[config.mk]
export PLATFORM = sky130hd
export DESIGN_NAME = frt_timer
export DESIGN_NICKNAME = d
export VERILOG_FILES = /design/src/logic/frt_timer.v
export VERILOG_INCLUDE_DIRS = /design/src /design/src/logic
export SDC_FILE = /design/constraint.sdc
export NUM_CORES = 1
export LEC_CHECK = 0
export BUFFER_PORTS_ARGS = -buffer_cell sky130_fd_sc_hd__buf_2
export CORE_UTILIZATION = 52
export DETAILED_ROUTE_END_ITERATION = 7
export PLACE_DENSITY = 0.75
export SLEW_MARGIN = 20
export SYNTH_ARGS = -nofsm -noshare
export SYNTH_HDL_FRONTEND = slang
export SYNTH_SLANG_ARGS = --single-unit
[constraint.sdc]
create_clock -name clk -period 1.8 [get_ports clk]
set_input_delay 0.09 -clock clk [delete_from_list [all_inputs] [get_ports clk]]
set_output_delay 0.09 -clock clk [all_outputs]
set_load 0.01 [all_outputs]
[src/logic/frt_defs.vh]
// Purpose: constants for the free-running 16-bit timer counter core
// Assumes: byte-wide register port, one 200 MHz clock
// Notes:   offsets are byte indices on the plain register port
//
// How it works
// - sixteen-bit upcounter advanced by prescaler tick
// - tick rate cpu/2, /4, /8 or external
// - both select bits one picks external edge
// - external edges synchronised on falling cpu edge
// - main and shadow views, identical values
// - low byte write forces count to fffc
// - reset loads fffc, only reload value
// - high read first latches low byte
// - latched low byte held until low read
// - lone low read returns live low byte
// - wrap from ffff to 0000 sets flag
// - irq when flag, enable, mask clear
// - status read then main low access clears
// - shadow low access never clears flag
// - wait mode does not stop counting
// - halt freezes count, resumes from it
// - unbonded pin input reads as one
`ifndef FRT_DEFS_VH
`define FRT_DEFS_VH

// -----------------------------------------------------------------
// register offsets
// -----------------------------------------------------------------
`define FRT_OFS_CTRL_ONE    4'h0
`define FRT_OFS_CTRL_TWO    4'h1
`define FRT_OFS_STATUS      4'h2
`define FRT_OFS_CNT_HI      4'h3
`define FRT_OFS_CNT_LO      4'h4
`define FRT_OFS_SHD_HI      4'h5
`define FRT_OFS_SHD_LO      4'h6

// -----------------------------------------------------------------
// fields and values
// -----------------------------------------------------------------
`define FRT_BIT_WRAP_IE     7
`define FRT_BIT_WRAP_FLAG   5
`define FRT_BIT_EXT_EDGE    0
`define FRT_LSB_TICK_SEL    2
`define FRT_RELOAD          16'hfffc
`define FRT_TICK_EXT        2'h3

`endif

[src/logic/frt_timer.v]
// Purpose: free-running 16-bit timer counter core with byte views
// Assumes: inputs synchronous to clk; cpu drives the register port
// Notes:   no capture/compare; halt and wait come in as levels

`include "frt_defs.vh"

module frt_timer #(
   parameter EXT_BONDED = 1
) (
   // clock and reset
   input  wire       clk,
   input  wire       nrst,
   // register port
   input  wire [3:0] addr,
   input  wire [7:0] wdata,
   input  wire       wr,
   input  wire       rd,
   output reg  [7:0] rdata,
   // system
   input  wire       irq_mask,
   input  wire       halt_mode,
   input  wire       wait_mode,
   input  wire       external_tick_pin,
   output reg        wrap_irq
);

   // -----------------------------------------------------------------
   // state
   // -----------------------------------------------------------------
   reg  [15:0] count_q;
   reg  [7:0]  lo_latch_q;
   reg         latched_q;
   reg         wrap_flag_q;
   reg         armed_q;
   reg         wrap_irq_enable_q;
   reg  [1:0]  tick_source_select_q;
   reg         external_edge_select_q;
   reg  [2:0]  presc_q;
   reg         ext_neg_q;
   reg         ext_s1_q;
   reg         ext_s2_q;
   reg         ext_prev_q;

   // an unbonded pin must read as one
   wire ext_pin = (EXT_BONDED != 0) ? external_tick_pin : 1'b1;

   // -----------------------------------------------------------------
   // external edge path
   // -----------------------------------------------------------------
   // first stage on the falling edge, the counter sees it only after
   // two rising-edge stages; caller keeps the source below clk/4
   always @(negedge clk or negedge nrst) begin
      if (!nrst)
         ext_neg_q <= 1'b1;
      else
         ext_neg_q <= ext_pin;
   end

   always @(posedge clk or negedge nrst) begin
      if (!nrst) begin
         ext_s1_q   <= 1'b1;
         ext_s2_q   <= 1'b1;
         ext_prev_q <= 1'b1;
      end else begin
         ext_s1_q   <= ext_neg_q;
         ext_s2_q   <= ext_s1_q;
         ext_prev_q <= ext_s2_q;
      end
   end

   wire ext_rise = ext_s2_q & ~ext_prev_q;
   wire ext_fall = ~ext_s2_q & ext_prev_q;
   wire ext_edge = external_edge_select_q ? ext_rise : ext_fall;

   // -----------------------------------------------------------------
   // prescaler
   // -----------------------------------------------------------------
   reg tick;
   always @* begin
      case (tick_source_select_q)
         2'h0:    tick = presc_q[0];
         2'h1:    tick = presc_q[1:0] == 2'h3;
         2'h2:    tick = presc_q == 3'h7;
         default: tick = ext_edge;
      endcase
   end

   wire run = ~halt_mode; // wait has no effect, halt freezes
   wire adv = run & tick;

   // -----------------------------------------------------------------
   // decode
   // -----------------------------------------------------------------
   wire acc_lo_main = (rd | wr) & (addr == `FRT_OFS_CNT_LO);
   wire acc_lo_shd  = (rd | wr) & (addr == `FRT_OFS_SHD_LO);
   wire rd_hi       = rd & ((addr == `FRT_OFS_CNT_HI) | (addr == `FRT_OFS_SHD_HI));
   wire rd_lo       = rd & ((addr == `FRT_OFS_CNT_LO) | (addr == `FRT_OFS_SHD_LO));
   wire wr_lo       = wr & ((addr == `FRT_OFS_CNT_LO) | (addr == `FRT_OFS_SHD_LO));
   wire wrap        = adv & (count_q == 16'hffff) & ~wr_lo;

   // -----------------------------------------------------------------
   // counter and control
   // -----------------------------------------------------------------
   always @(posedge clk or negedge nrst) begin
      if (!nrst) begin
         count_q                <= `FRT_RELOAD;
         presc_q                <= 3'h0;
         wrap_irq_enable_q      <= 1'b0;
         tick_source_select_q   <= 2'h0;
         external_edge_select_q <= 1'b0;
      end else begin
         if (run)
            presc_q <= presc_q + 3'h1;
         if (wr_lo)
            count_q <= `FRT_RELOAD;
         else if (adv)
            count_q <= count_q + 16'h0001;
         if (wr && addr == `FRT_OFS_CTRL_ONE)
            wrap_irq_enable_q <= wdata[`FRT_BIT_WRAP_IE];
         if (wr && addr == `FRT_OFS_CTRL_TWO) begin
            tick_source_select_q   <= wdata[`FRT_LSB_TICK_SEL+1:`FRT_LSB_TICK_SEL];
            external_edge_select_q <= wdata[`FRT_BIT_EXT_EDGE];
         end
      end
   end

   // -----------------------------------------------------------------
   // read latch and wrap flag
   // -----------------------------------------------------------------
   always @(posedge clk or negedge nrst) begin
      if (!nrst) begin
         lo_latch_q  <= 8'h00;
         latched_q   <= 1'b0;
         wrap_flag_q <= 1'b0;
         armed_q     <= 1'b0;
      end else begin
         if (rd_hi && !latched_q) begin
            lo_latch_q <= count_q[7:0];
            latched_q  <= 1'b1;
         end else if (rd_lo)
            latched_q <= 1'b0;
         if (rd && addr == `FRT_OFS_STATUS && wrap_flag_q)
            armed_q <= 1'b1;
         else if (acc_lo_main)
            armed_q <= 1'b0;
         // set wins over clear; shadow access never clears
         if (wrap)
            wrap_flag_q <= 1'b1;
         else if (acc_lo_main && armed_q && !acc_lo_shd)
            wrap_flag_q <= 1'b0;
      end
   end

   // -----------------------------------------------------------------
   // read data and interrupt
   // -----------------------------------------------------------------
   reg [7:0] rmux;
   always @* begin
      case (addr)
         `FRT_OFS_CTRL_ONE: rmux = {wrap_irq_enable_q, 7'h00};
         `FRT_OFS_CTRL_TWO: rmux = {4'h0, tick_source_select_q, 1'b0, external_edge_select_q};
         `FRT_OFS_STATUS:   rmux = {2'h0, wrap_flag_q, 5'h00};
         `FRT_OFS_CNT_HI,
         `FRT_OFS_SHD_HI:   rmux = count_q[15:8];
         `FRT_OFS_CNT_LO,
         `FRT_OFS_SHD_LO:   rmux = latched_q ? lo_latch_q : count_q[7:0];
         default:           rmux = 8'h00;
      endcase
   end

   always @(posedge clk or negedge nrst) begin
      if (!nrst) begin
         rdata    <= 8'h00;
         wrap_irq <= 1'b0;
      end else begin
         rdata    <= rd ? rmux : 8'h00;
         wrap_irq <= wrap_flag_q & wrap_irq_enable_q & ~irq_mask;
      end
   end

endmodule // frt_timer

==> results of run 1 <==
cell families (layout without fill, tap and decap cells):
group,count (synthesis),after routing
buf+inv,14,59
mux,31,31
simple gates,89,89
compound gates,30,30
xor+xnor,2,2
fa+ha+maj,3,3
flops,47,47
layout by cell type (no fill, tap or decap), drive strengths merged, types with 2 or more instances in the layout:
| cell | n |
|---|---|
| buf | 45 |
| dfrtp | 29 |
| nor2 | 23 |
| mux2 | 19 |
| dfstp | 18 |
| nand2 | 12 |
| nand3 | 12 |
| mux2i | 12 |
| and2 | 10 |
| o21ai | 8 |
| clkbuf | 7 |
| or4 | 6 |
| inv | 5 |
| a21oi | 5 |
| nor3 | 5 |
| o31ai | 4 |
| a222oi | 3 |
| nand4 | 3 |
| nor4 | 3 |
| or3 | 3 |
| ha | 3 |
| xnor2 | 2 |
| nand4b | 2 |
| a31oi | 2 |
| and4 | 2 |
| dlygate4sd3 | 2 |
| or3b | 2 |
| nor3b | 2 |
| a211o | 2 |
routing by layer:
metal,wire length [um],global-route usage,share of wire
met5,0,0,0
met4,70,0.0844,0.012
met3,356,0.0581,0.062
met2,2810,0.374,0.49
met1,2510,0.332,0.44
power by group through the flow:
stage / sequential, uW / combinational [uW] / clock (uW)
floorplan: 1670 / 892 / 6.95
global placement: 1730 / 1210 / 6.95
detailed placement: 1750 / 1250 / 6.95
CTS: 1730 / 1360 / 843
global route: 1810 / 1670 / 888
finish: 1770 / 1520 / 835
through the flow:
stage | worst slack, ns | util | hold WS (ns) | instances
3_3_place_gp | -0.0592 | 0.603 | 0.229 | 299
3_5_place_dp | -0.106 | 0.603 | 0.229 | 299
6_report | -0.117 | 0.673 | 0.00391 | 313
2_1_floorplan | -0.0254 | - | -0.206 | 216
5_1_grt | -0.185 | 0.673 | 0.00110 | 313
4_1_cts | -0.100 | 0.657 | 0.00579 | 310
layout make-up:
type / instances / share of cell area
Inverter: 3 / 0.00382
Clock inverter: 2 / 0.00339
Clock buffer: 7 / 0.0403
Multi-Input combinational cell: 155 / 0.409
Timing Repair Buffer: 47 / 0.115
Sequential cell: 47 / 0.406
Tap cell: 52 / 0.0221
flip-flops by register name, indices dropped and copies added (netlist names):
signal                  cells
wrap_irq                    1
tick_source_select_q        2
armed_q                     1
count_q                    16
wrap_flag_q                 1
lo_latch_q                  8
ext_neg_q                   1
rdata                       8
presc_q                     3
ext_s2_q                    1
latched_q                   1
external_edge_select_q      1
ext_s1_q                    1
wrap_irq_enable_q           1
ext_prev_q                  1
final timing paths:
path,end,slack (ns)
worst max-delay path,count_q[0],-0.12
worst min-delay path,wrap_irq_enable_q,0.004
worst max register to register,count_q[0],-0.12
worst min register to register,ext_s2_q,0.36
max in group asynchronous,ext_neg_q,0.67
min in group asynchronous,tick_source_select_q[0],0.42
synth_stat cells, types with 4 or more instances:
cell type  instances
mux2_2            19
nor3_1             5
mux2i_1           12
or4_1              5
nand3_1           12
nand2_1           12
inv_1              4
dfrtp_1           29
and2_1             9
o21ai_0            7
a21oi_1            5
nor2_1            23
dfstp_2           18
o31ai_1            4
critical path: cells and delay by family, from the launching register on:
family | cells | cell delay, ns
and+or+nand+nor | 2 | 0.71
DFF | 1 | 0.54
buffers and inverters | 2 | 0.31
AOI/OAI and AO/OA | 2 | 0.30
repair_timing:
item,in CTS,in global routing
setup endpoints to repair,14,17
setup buffers,0,3
pin swaps,5,5
hold endpoints to repair,30,0
cloned,1,0
gates resized for setup,11,13
hold buffers,2,0
==> results.ini, run 1 <==
[outcome]
status=finished with violations
violations=negative setup slack

[finish]
seq_area_um2=1200
multi_input_area_um2=1210
n_antenna_cell=0
fill_cells=329
area_delta_synth_final_pct=23.5
nNetsFinal=283
drive_above_1_share=0.425
stdcell_area_um2=2950

[clock_tree]
clkLatencyLatePin_ns=0.36
clock_path_buffers=2
cts_buffers=5
cts_tree=yes
root_buffer=clkbuf_8
clkTransAtPathRegs_ns=0.09
cts.htree.levels=2
numClockSinks=47

[yosys]
synthXorXnorAreaFrac=0.00733
netlist.area_leader.share=0.304
synth-compound-area-share=0.0880
ys_seq_area_frac=0.502
ys.flop_type=dfrtp_1
synth_top_family_by_area=simple AND/OR/NAND/NOR gates
yosys_register_bits=47
synth_mux_area_frac=0.140
yosys-top-cells-area=dfrtp_1 30%, dfstp_2 20%, mux2_2 9.0%
syn-cell-area_um2=2390
yosys.area_share.adder=0.0157
synth.largest_area_cell=dfrtp_1
syn_nets=239
yosys.area_share.simple=0.211
synth-edff-count=0
post_synth.cell_area_avg_um2=11.1
yosys_warnings=0
yosysUniqueCellTypes=46
async_reset_ff_frac=1.00
post_synth_inst_count=216

[die]
row_count=24
die_w_um=69.8
die-area_um2=4870
ios=29
core_area_um2=4380
die_h_um=69.8
start_util=0.545

[drt]
wl_per_cell_um=18.4
drtPass1Iterations=6
ant_nets=0
via_per_inst=6.04
wl_um=5740
vias=1891
drc=0
drt-initial-drc-count=156

[critical_path]
worstPathArrival_ns=2.16
worstReg2RegStart=ext_prev_q
crit_start=ext_prev_q
cp_max_fo=9
crit_type=flop to flop
crit_required_ns=2.05
crit_chain=or3b_4, o2111a_2, buf_4, buf_16, or3_4, a21oi_2
end_kind=flop
cp-start-kind=flop
worst_r2r_path_depth=6
worst_path_max_delay_cell=dfstp_2
max_stage_delay_ns=0.54

[power_and_ir_drop]
power.switching_uw=1460
p_sw_frac=0.354
p_clk_frac=0.202
ir_worst_vdd_uv=534
p_seq_frac=0.429
power.static_leakage_uw=0.00122
p_per_area_nw_per_um2=1400
power.total_uw=4130
power_frac_comb=0.369
p_int_uw=2670

[sta]
maxSlewHeadroom=0.613
period_share=1.06
tightestPinTransition_ns=0.580
fmax_mhz=522
final_hold_viol_count=0
grt_setup_unrepaired=yes
setup_ws_ns=-0.117
slew_violations=0
min_period_ns=1.92
fin_tns_setup_ns=-0.767
finClkSkew_ns=0.0493
setup_violations=12

[place]
dpl.hpwl_um=3550
place_area_um2=2640
gp_congestion=0.819
port_buffers=23

[grt]
grt.total_usage=0.242
grt_max_degree=47
grt-ovfl-total=0
grt_pass1_wl_um=8960
grt_pass1_vias=1821
grt_antenna_before_repair=0

[worst_hold_path]
hold_depth=2
hold_path_startpoint=wdata[7]
hold_class=primary input to flop

[flow_run]
maxCapViolations=0

Power figures use the tool's default switching activity.
==> run 2: changes to the inputs <==
--- a/config.mk
+++ b/config.mk
@@ -6,6 +6,7 @@
 export SDC_FILE = /design/constraint.sdc
 export NUM_CORES = 1
 export LEC_CHECK = 0
+export ABC_AREA = 1
 export BUFFER_PORTS_ARGS = -buffer_cell sky130_fd_sc_hd__buf_2
 export CORE_UTILIZATION = 52
 export DETAILED_ROUTE_END_ITERATION = 7
==> constraint.sdc (replaced) <==
create_clock -name clk -period 1.61 [get_ports clk]
set_input_delay 0.0805 -clock clk [delete_from_list [all_inputs] [get_ports clk]]
set_output_delay 0.0805 -clock clk [all_outputs]
set_load 0.01 [all_outputs]
==> run 2 against run 1 <==
The flow now finishes without violations. Register-to-register slack gained 0.20 ns. Maximum frequency grew 25%. Design area grew 3.3%. Wire length grew 0.71%. Highest routed layer unchanged. Critical path depth grew 2. Die area grew 7.9%. Via count grew 24%. First-iteration DRC count grew 16%. Critical path type unchanged.
==> results.ini, run 2 <==
[outcome]
status=finished, final reports clean

[sta]
final_hold_viol_count=0
min_period_ns=1.53
slew_violations=0
setup_violations=0
fmax_mhz=654
period_share=0.949
tightestPinTransition_ns=0.551
fin_tns_setup_ns=0
hold_slack_ns=0.0203
finClkSkew_ns=0.0524
maxSlewHeadroom=0.633

[die]
die-area_um2=5250
start_util=0.543
ios=29
core_area_um2=4750
row_count=25
die_h_um=72.5
die_w_um=72.5

[finish]
area_delta_synth_final_pct=17.9
nNetsFinal=395
largestRegisters=count_q: 16 flops, lo_latch_q: 8 flops, rdata: 8 flops
drive_above_1_share=0.241
final_cell_mix=104 x nand2_1, 45 x nand3_1, 29 x nor2_1, 29 x dfrtp_1, 26 x inv_1
n_antenna_cell=0
fill_cells=421
max_flop_register=count_q
largest_reg_flops=16
finalCoreUtilization=0.641
layout_commonest_cell=nand2_1

[grt]
grt_pass1_vias=2189
grt_antenna_before_repair=0
grt.total_usage=0.239
grt-ovfl-total=0
grt_pass1_wl_um=9690
grt_max_degree=47

[drt]
ant_nets=0
drtPass1Iterations=5
vias=2346
drt-initial-drc-count=181
drc=0
via_per_inst=5.33
wl_per_cell_um=13.1
wl_um=5790

[place]
gp_congestion=0.840
dpl.hpwl_um=4060
port_buffers=23

[critical_path]
max_stage_delay_ns=0.40
end_kind=flop
cp_common_cell=ha_2
crit_type=flop to flop
worstPathArrival_ns=1.78
reg2reg_slack_ns=0.08
cp-start-kind=flop
cp_max_fo=6
worst_path_max_delay_cell=dfrtp_1
crit_required_ns=1.86
crit_chain=ha_2, ha_2, nand2_2, nand4_1, nand3_4, clkbuf_16, nand3_1, nand2_1

[yosys]
post_synth.cell_area_avg_um2=7.71
yosys_register_bits=47
synth-edff-count=0
synth_common_cells=105 x nand2_1, 47 x nand3_1, 29 x dfrtp_1, 29 x nor2_1, 26 x inv_1
async_reset_ff_frac=1.00
yosys-top-cells-area=dfrtp_1 28%, dfstp_2 18%, nand2_1 15%
yosysUniqueCellTypes=28
post_synth_inst_count=335
synth.largest_area_cell=dfrtp_1
syn-cell-area_um2=2580
ys_seq_area_frac=0.464
netlist.area_leader.share=0.281
ys.flop_type=dfrtp_1
syn_nets=358
yosysMostFrequentCell=nand2_1
yosys_warnings=0

[clock_tree]
cts_buffers=5
clkLatencyLatePin_ns=0.35
cts_tree=yes
root_buffer=clkbuf_8
numClockSinks=47
clkTransAtPathRegs_ns=0.09
clock_path_buffers=2
cts.htree.levels=2

[flow_run]
maxCapViolations=0

[power_and_ir_drop]
ir_worst_vdd_uv=585
power.static_leakage_uw=0.00146
p_per_area_nw_per_um2=1370

[worst_hold_path]
hold_class=primary input to flop

[run 2: cell count changes after synthesis, sizes merged, moves of 4 or more]
cell	before	now
and2	10	0
inv	4	29
nand2	12	112
or4	6	0
o31ai	4	0
nor2	23	34
nand4	3	9
mux2i	12	0
nand3	12	48
o21ai	8	25
mux2	19	1
[run 2: worst paths after layout]
| path | cells past startpoint | start | to |
|---|---|---|---|
| worst max-delay path | 8 | presc_q[1] | count_q[7] |
| min in group asynchronous | 3 | nrst | wrap_irq_enable_q |
| worst max register to register | 8 | presc_q[1] | count_q[7] |
| worst min-delay path | 3 | wdata[2] | tick_source_select_q[0] |
| max in group asynchronous | 2 | nrst | ext_neg_q |
| worst min register to register | 0 | ext_s1_q | ext_s2_q |
[run 2: repair_timing]
| action | CTS | global route |
|---|---|---|
| setup buffers | 0 | 2 |
| hold endpoints to repair | 32 | 0 |
| endpoints found under the setup margin | 0 | 16 |
| hold buffers | 4 | 0 |
| gates resized for setup | 0 | 10 |
[run 2: cell families (layout without fill, tap and decap cells)]
| family | Yosys count | after routing | synth area share |
|---|---|---|---|
| simple gates | 206 | 206 | 0.356 |
| flops | 47 | 47 | 0.464 |
| buf+inv | 39 | 77 | 0.0659 |
| compound gates | 37 | 37 | 0.0881 |
| fa+ha+maj | 3 | 3 | 0.0145 |
| xor+xnor | 2 | 2 | 0.00678 |
| mux | 1 | 1 | 0.00436 |
[run 2: metal layers]
layer	routed length (um)	part of all wire	GRT usage	up-vias
met3	361	0.062	0.0500	16
met4	114	0.020	0.0893	0
met5	0	0	0	-
li1	-	-	-	1168
met1	2480	0.43	0.301	1095
met2	2830	0.49	0.405	67
[run 2: worst max-delay path: cells and delay by family, from the launching register on]
kind | cells | cell delay (ns)
adders and majority gates | 2 | 0.37
DFF | 1 | 0.40
and+or+nand+nor | 5 | 0.52
buffers and inverters | 1 | 0.18
[run 2: cell type report]
cell class	count	area, um^2	area share
Timing Repair Buffer	39	283	0.0928
Inverter	29	109	0.0357
Clock buffer	7	97.6	0.0320
Sequential cell	47	1200	0.393
Tap cell	67	83.8	0.0275
Multi-Input combinational cell	249	1250	0.411
Clock inverter	2	21.3	0.00698
[run 2: stage by stage]
stage / total power, uW / area [um^2] / std cells / setup slack (ns)
final: 4190 / 3050 / 440 / 0.0816
after global routing: 4490 / 3050 / 440 / -0.00916
after CTS: 4080 / 2960 / 437 / 0.0466
after detailed placement: 3200 / 2810 / 425 / 0.0658
after global placement: 3150 / 2810 / 425 / 0.0973
after floorplan: 2800 / 2580 / 335 / 0.155
[run 2: report_power, final]
| part | total, uW | leakage, uW | switching (uW) | internal, uW |
|---|---|---|---|---|
| Combinational | 1350 | 0.000826 | 783 | 566 |
| Sequential | 1970 | 0.000564 | 360 | 1610 |
| Clock | 871 | 0.0000675 | 391 | 480 |
| Total | 4190 | 0.00146 | 1530 | 2650 |
==> run 3: changes to the inputs <==
--- a/config.mk
+++ b/config.mk
@@ -8,9 +8,11 @@
 export LEC_CHECK = 0
 export ABC_AREA = 1
 export BUFFER_PORTS_ARGS = -buffer_cell sky130_fd_sc_hd__buf_2
-export CORE_UTILIZATION = 52
+export CAP_MARGIN = 20
+export CORE_ASPECT_RATIO = 0.6
+export CORE_UTILIZATION = 58
 export DETAILED_ROUTE_END_ITERATION = 7
-export PLACE_DENSITY = 0.75
+export PLACE_DENSITY = 0.79
 export SLEW_MARGIN = 20
 export SYNTH_ARGS = -nofsm -noshare
 export SYNTH_HDL_FRONTEND = slang
==> constraint.sdc (replaced) <==
create_clock -name clk -period 1.62 [get_ports clk]
set_input_delay 0.081 -clock clk [delete_from_list [all_inputs] [get_ports clk]]
set_output_delay 0.081 -clock clk [all_outputs]
set_load 0.01 [all_outputs]
==> run 3 against run 2 <==
Worst setup slack better by 0.052 ns. Maximum frequency up 2.9%. Sequential power about the same. Clock power down 12%. Flip-flop and latch count unchanged. Largest power group unchanged. Highest routed layer unchanged.
==> results.ini, run 3 (same netlist as run 2, synthesis figures left out) <==
[critical_path]
worst_path_max_delay_cell=dfstp_2
cp-start-kind=flop
crit_chain=nand2_1, nor2_2, nand2_1, o21ai_1, nand3_1, nand2_1, nand2_1
cp_common_cell=nand2_1
max_stage_delay_ns=0.61
crit_family=simple AND/OR/NAND/NOR gates
crit_required_ns=1.87
worstPathArrival_ns=1.74
cp_max_fo=7
reg2reg_slack_ns=0.13
worst-path-buf-inv=0
crit_type=flop to flop
end_kind=flop

[power_and_ir_drop]
power.static_leakage_uw=0.00141
p_per_area_nw_per_um2=1340
ir_worst_vdd_uv=931

[sta]
hold_slack_ns=0.0158
fmax_mhz=673
min_period_ns=1.49
slew_violations=0
finClkSkew_ns=0.0489
maxSlewHeadroom=0.625
fin_tns_setup_ns=0
period_share=0.917
final_hold_viol_count=0
grt_setup_unrepaired=no
tightestPinTransition_ns=0.562
setup_violations=0

[drt]
drtPass1Iterations=5
drt-initial-drc-count=239
ant_nets=0
wl_um=5880
drc=0
vias=2354
wl_per_cell_um=13.7
via_per_inst=5.47

[place]
place_area_um2=2780
port_buffers=23
dpl.hpwl_um=4320
gp_congestion=0.946

[finish]
n_antenna_cell=0
largest_reg_flops=16
drive_above_1_share=0.224
largestRegisters=count_q: 16 flops, lo_latch_q: 8 flops, rdata: 8 flops
final_cell_mix=105 x nand2_1, 47 x nand3_1, 29 x dfrtp_1, 28 x nor2_1, 26 x inv_1
layout_commonest_cell=nand2_1
area_delta_synth_final_pct=13.4
nNetsFinal=392
stdcell_area_um2=2930
finalCoreUtilization=0.700
fill_cells=328
max_flop_register=count_q

[die]
start_util=0.617
die_w_um=88.2
row_count=18
ios=29
core_area_um2=4190
die-area_um2=4730
die_h_um=53.7

[clock_tree]
clkTransAtPathRegs_ns=0.09
clkLatencyLatePin_ns=0.36
cts_tree=yes
cts_setup_buffers=0
clock_path_buffers=2
cts.htree.levels=2
cts_buffers=5
root_buffer=clkbuf_8
numClockSinks=47

[grt]
grt_antenna_before_repair=0
grt_max_degree=47
grt_pass1_wl_um=9680
grt_pass1_vias=2026
grt-ovfl-total=0
grt.total_usage=0.286

[flow_run]
maxCapViolations=0

[outcome]
status=finished, final reports clean

[worst_hold_path]
hold_class=primary input to flop

[run 3: changes by cell type in the layout (fill, tap and decap cells not counted), moves of 2 or more]
cell / delta
ha_2: -2
clkbuf_16: -2
ha_1: +2
nand3_1: +2
[run 3: through the flow]
| stage | setup slack [ns] | cells | power, uW |
|---|---|---|---|
| finish | 0.134 | 430 | 3940 |
| global route | 0.00150 | 430 | 4230 |
| CTS | 0.0723 | 430 | 3930 |
| detailed placement | 0.0764 | 418 | 3160 |
| global placement | 0.139 | 418 | 3110 |
| floorplan | 0.165 | 335 | 2780 |
[run 3: report_power, final]
group | total (uW) | internal, uW | switching (uW)
registers | 1970 | 1600 | 370
logic | 1210 | 477 | 733
clock network | 765 | 353 | 411
[run 3: what timing repair did]
item / CTS / global route
setup endpoints to repair: 0 / 13
hold buffers: 4 / 0
gates resized for setup: 0 / 3
hold endpoints to repair: 32 / 0
[run 3: worst register-to-register path, stage by stage, from the launching register on]
cell and delay (ns):
dfstp_2 0.61, nand2_1 0.10, nor2_2 0.22, nand2_1 0.13, o21ai_1 0.15, nand3_1 0.08, nand2_1 0.08, nand2_1 0.05
[run 3: layout make-up]
class / instances / area (um^2) / area share
inverters: 29 / 109 / 0.0371
clock inverters: 2 / 12.5 / 0.00427
multi-input cells: 249 / 1220 / 0.417
flip-flops and latches: 47 / 1200 / 0.409
repair buffers: 36 / 226 / 0.0773
well taps: 60 / 75.1 / 0.0256
clock buffers: 7 / 86.3 / 0.0295
[run 3: final timing paths]
check | startpoint | end | depth (start not counted)
worst min register to register | ext_s1_q | ext_s2_q | 0
worst max-delay path | count_q[2] | count_q[15] | 7
worst min-delay path | wdata[2] | tick_source_select_q[0] | 3
worst max register to register | count_q[2] | count_q[15] | 7
min in group asynchronous | nrst | rdata[7] | 3
max in group asynchronous | nrst | ext_neg_q | 2
[run 3: routing by layer]
| metal | share of wire | vias to the layer above | track usage |
|---|---|---|---|
| met5 | 0 | - | 0 |
| met4 | 0.013 | 0 | 0.0995 |
| met3 | 0.095 | 8 | 0.0690 |
| met2 | 0.40 | 105 | 0.395 |
| met1 | 0.49 | 1082 | 0.436 |
| li1 | - | 1159 | - |
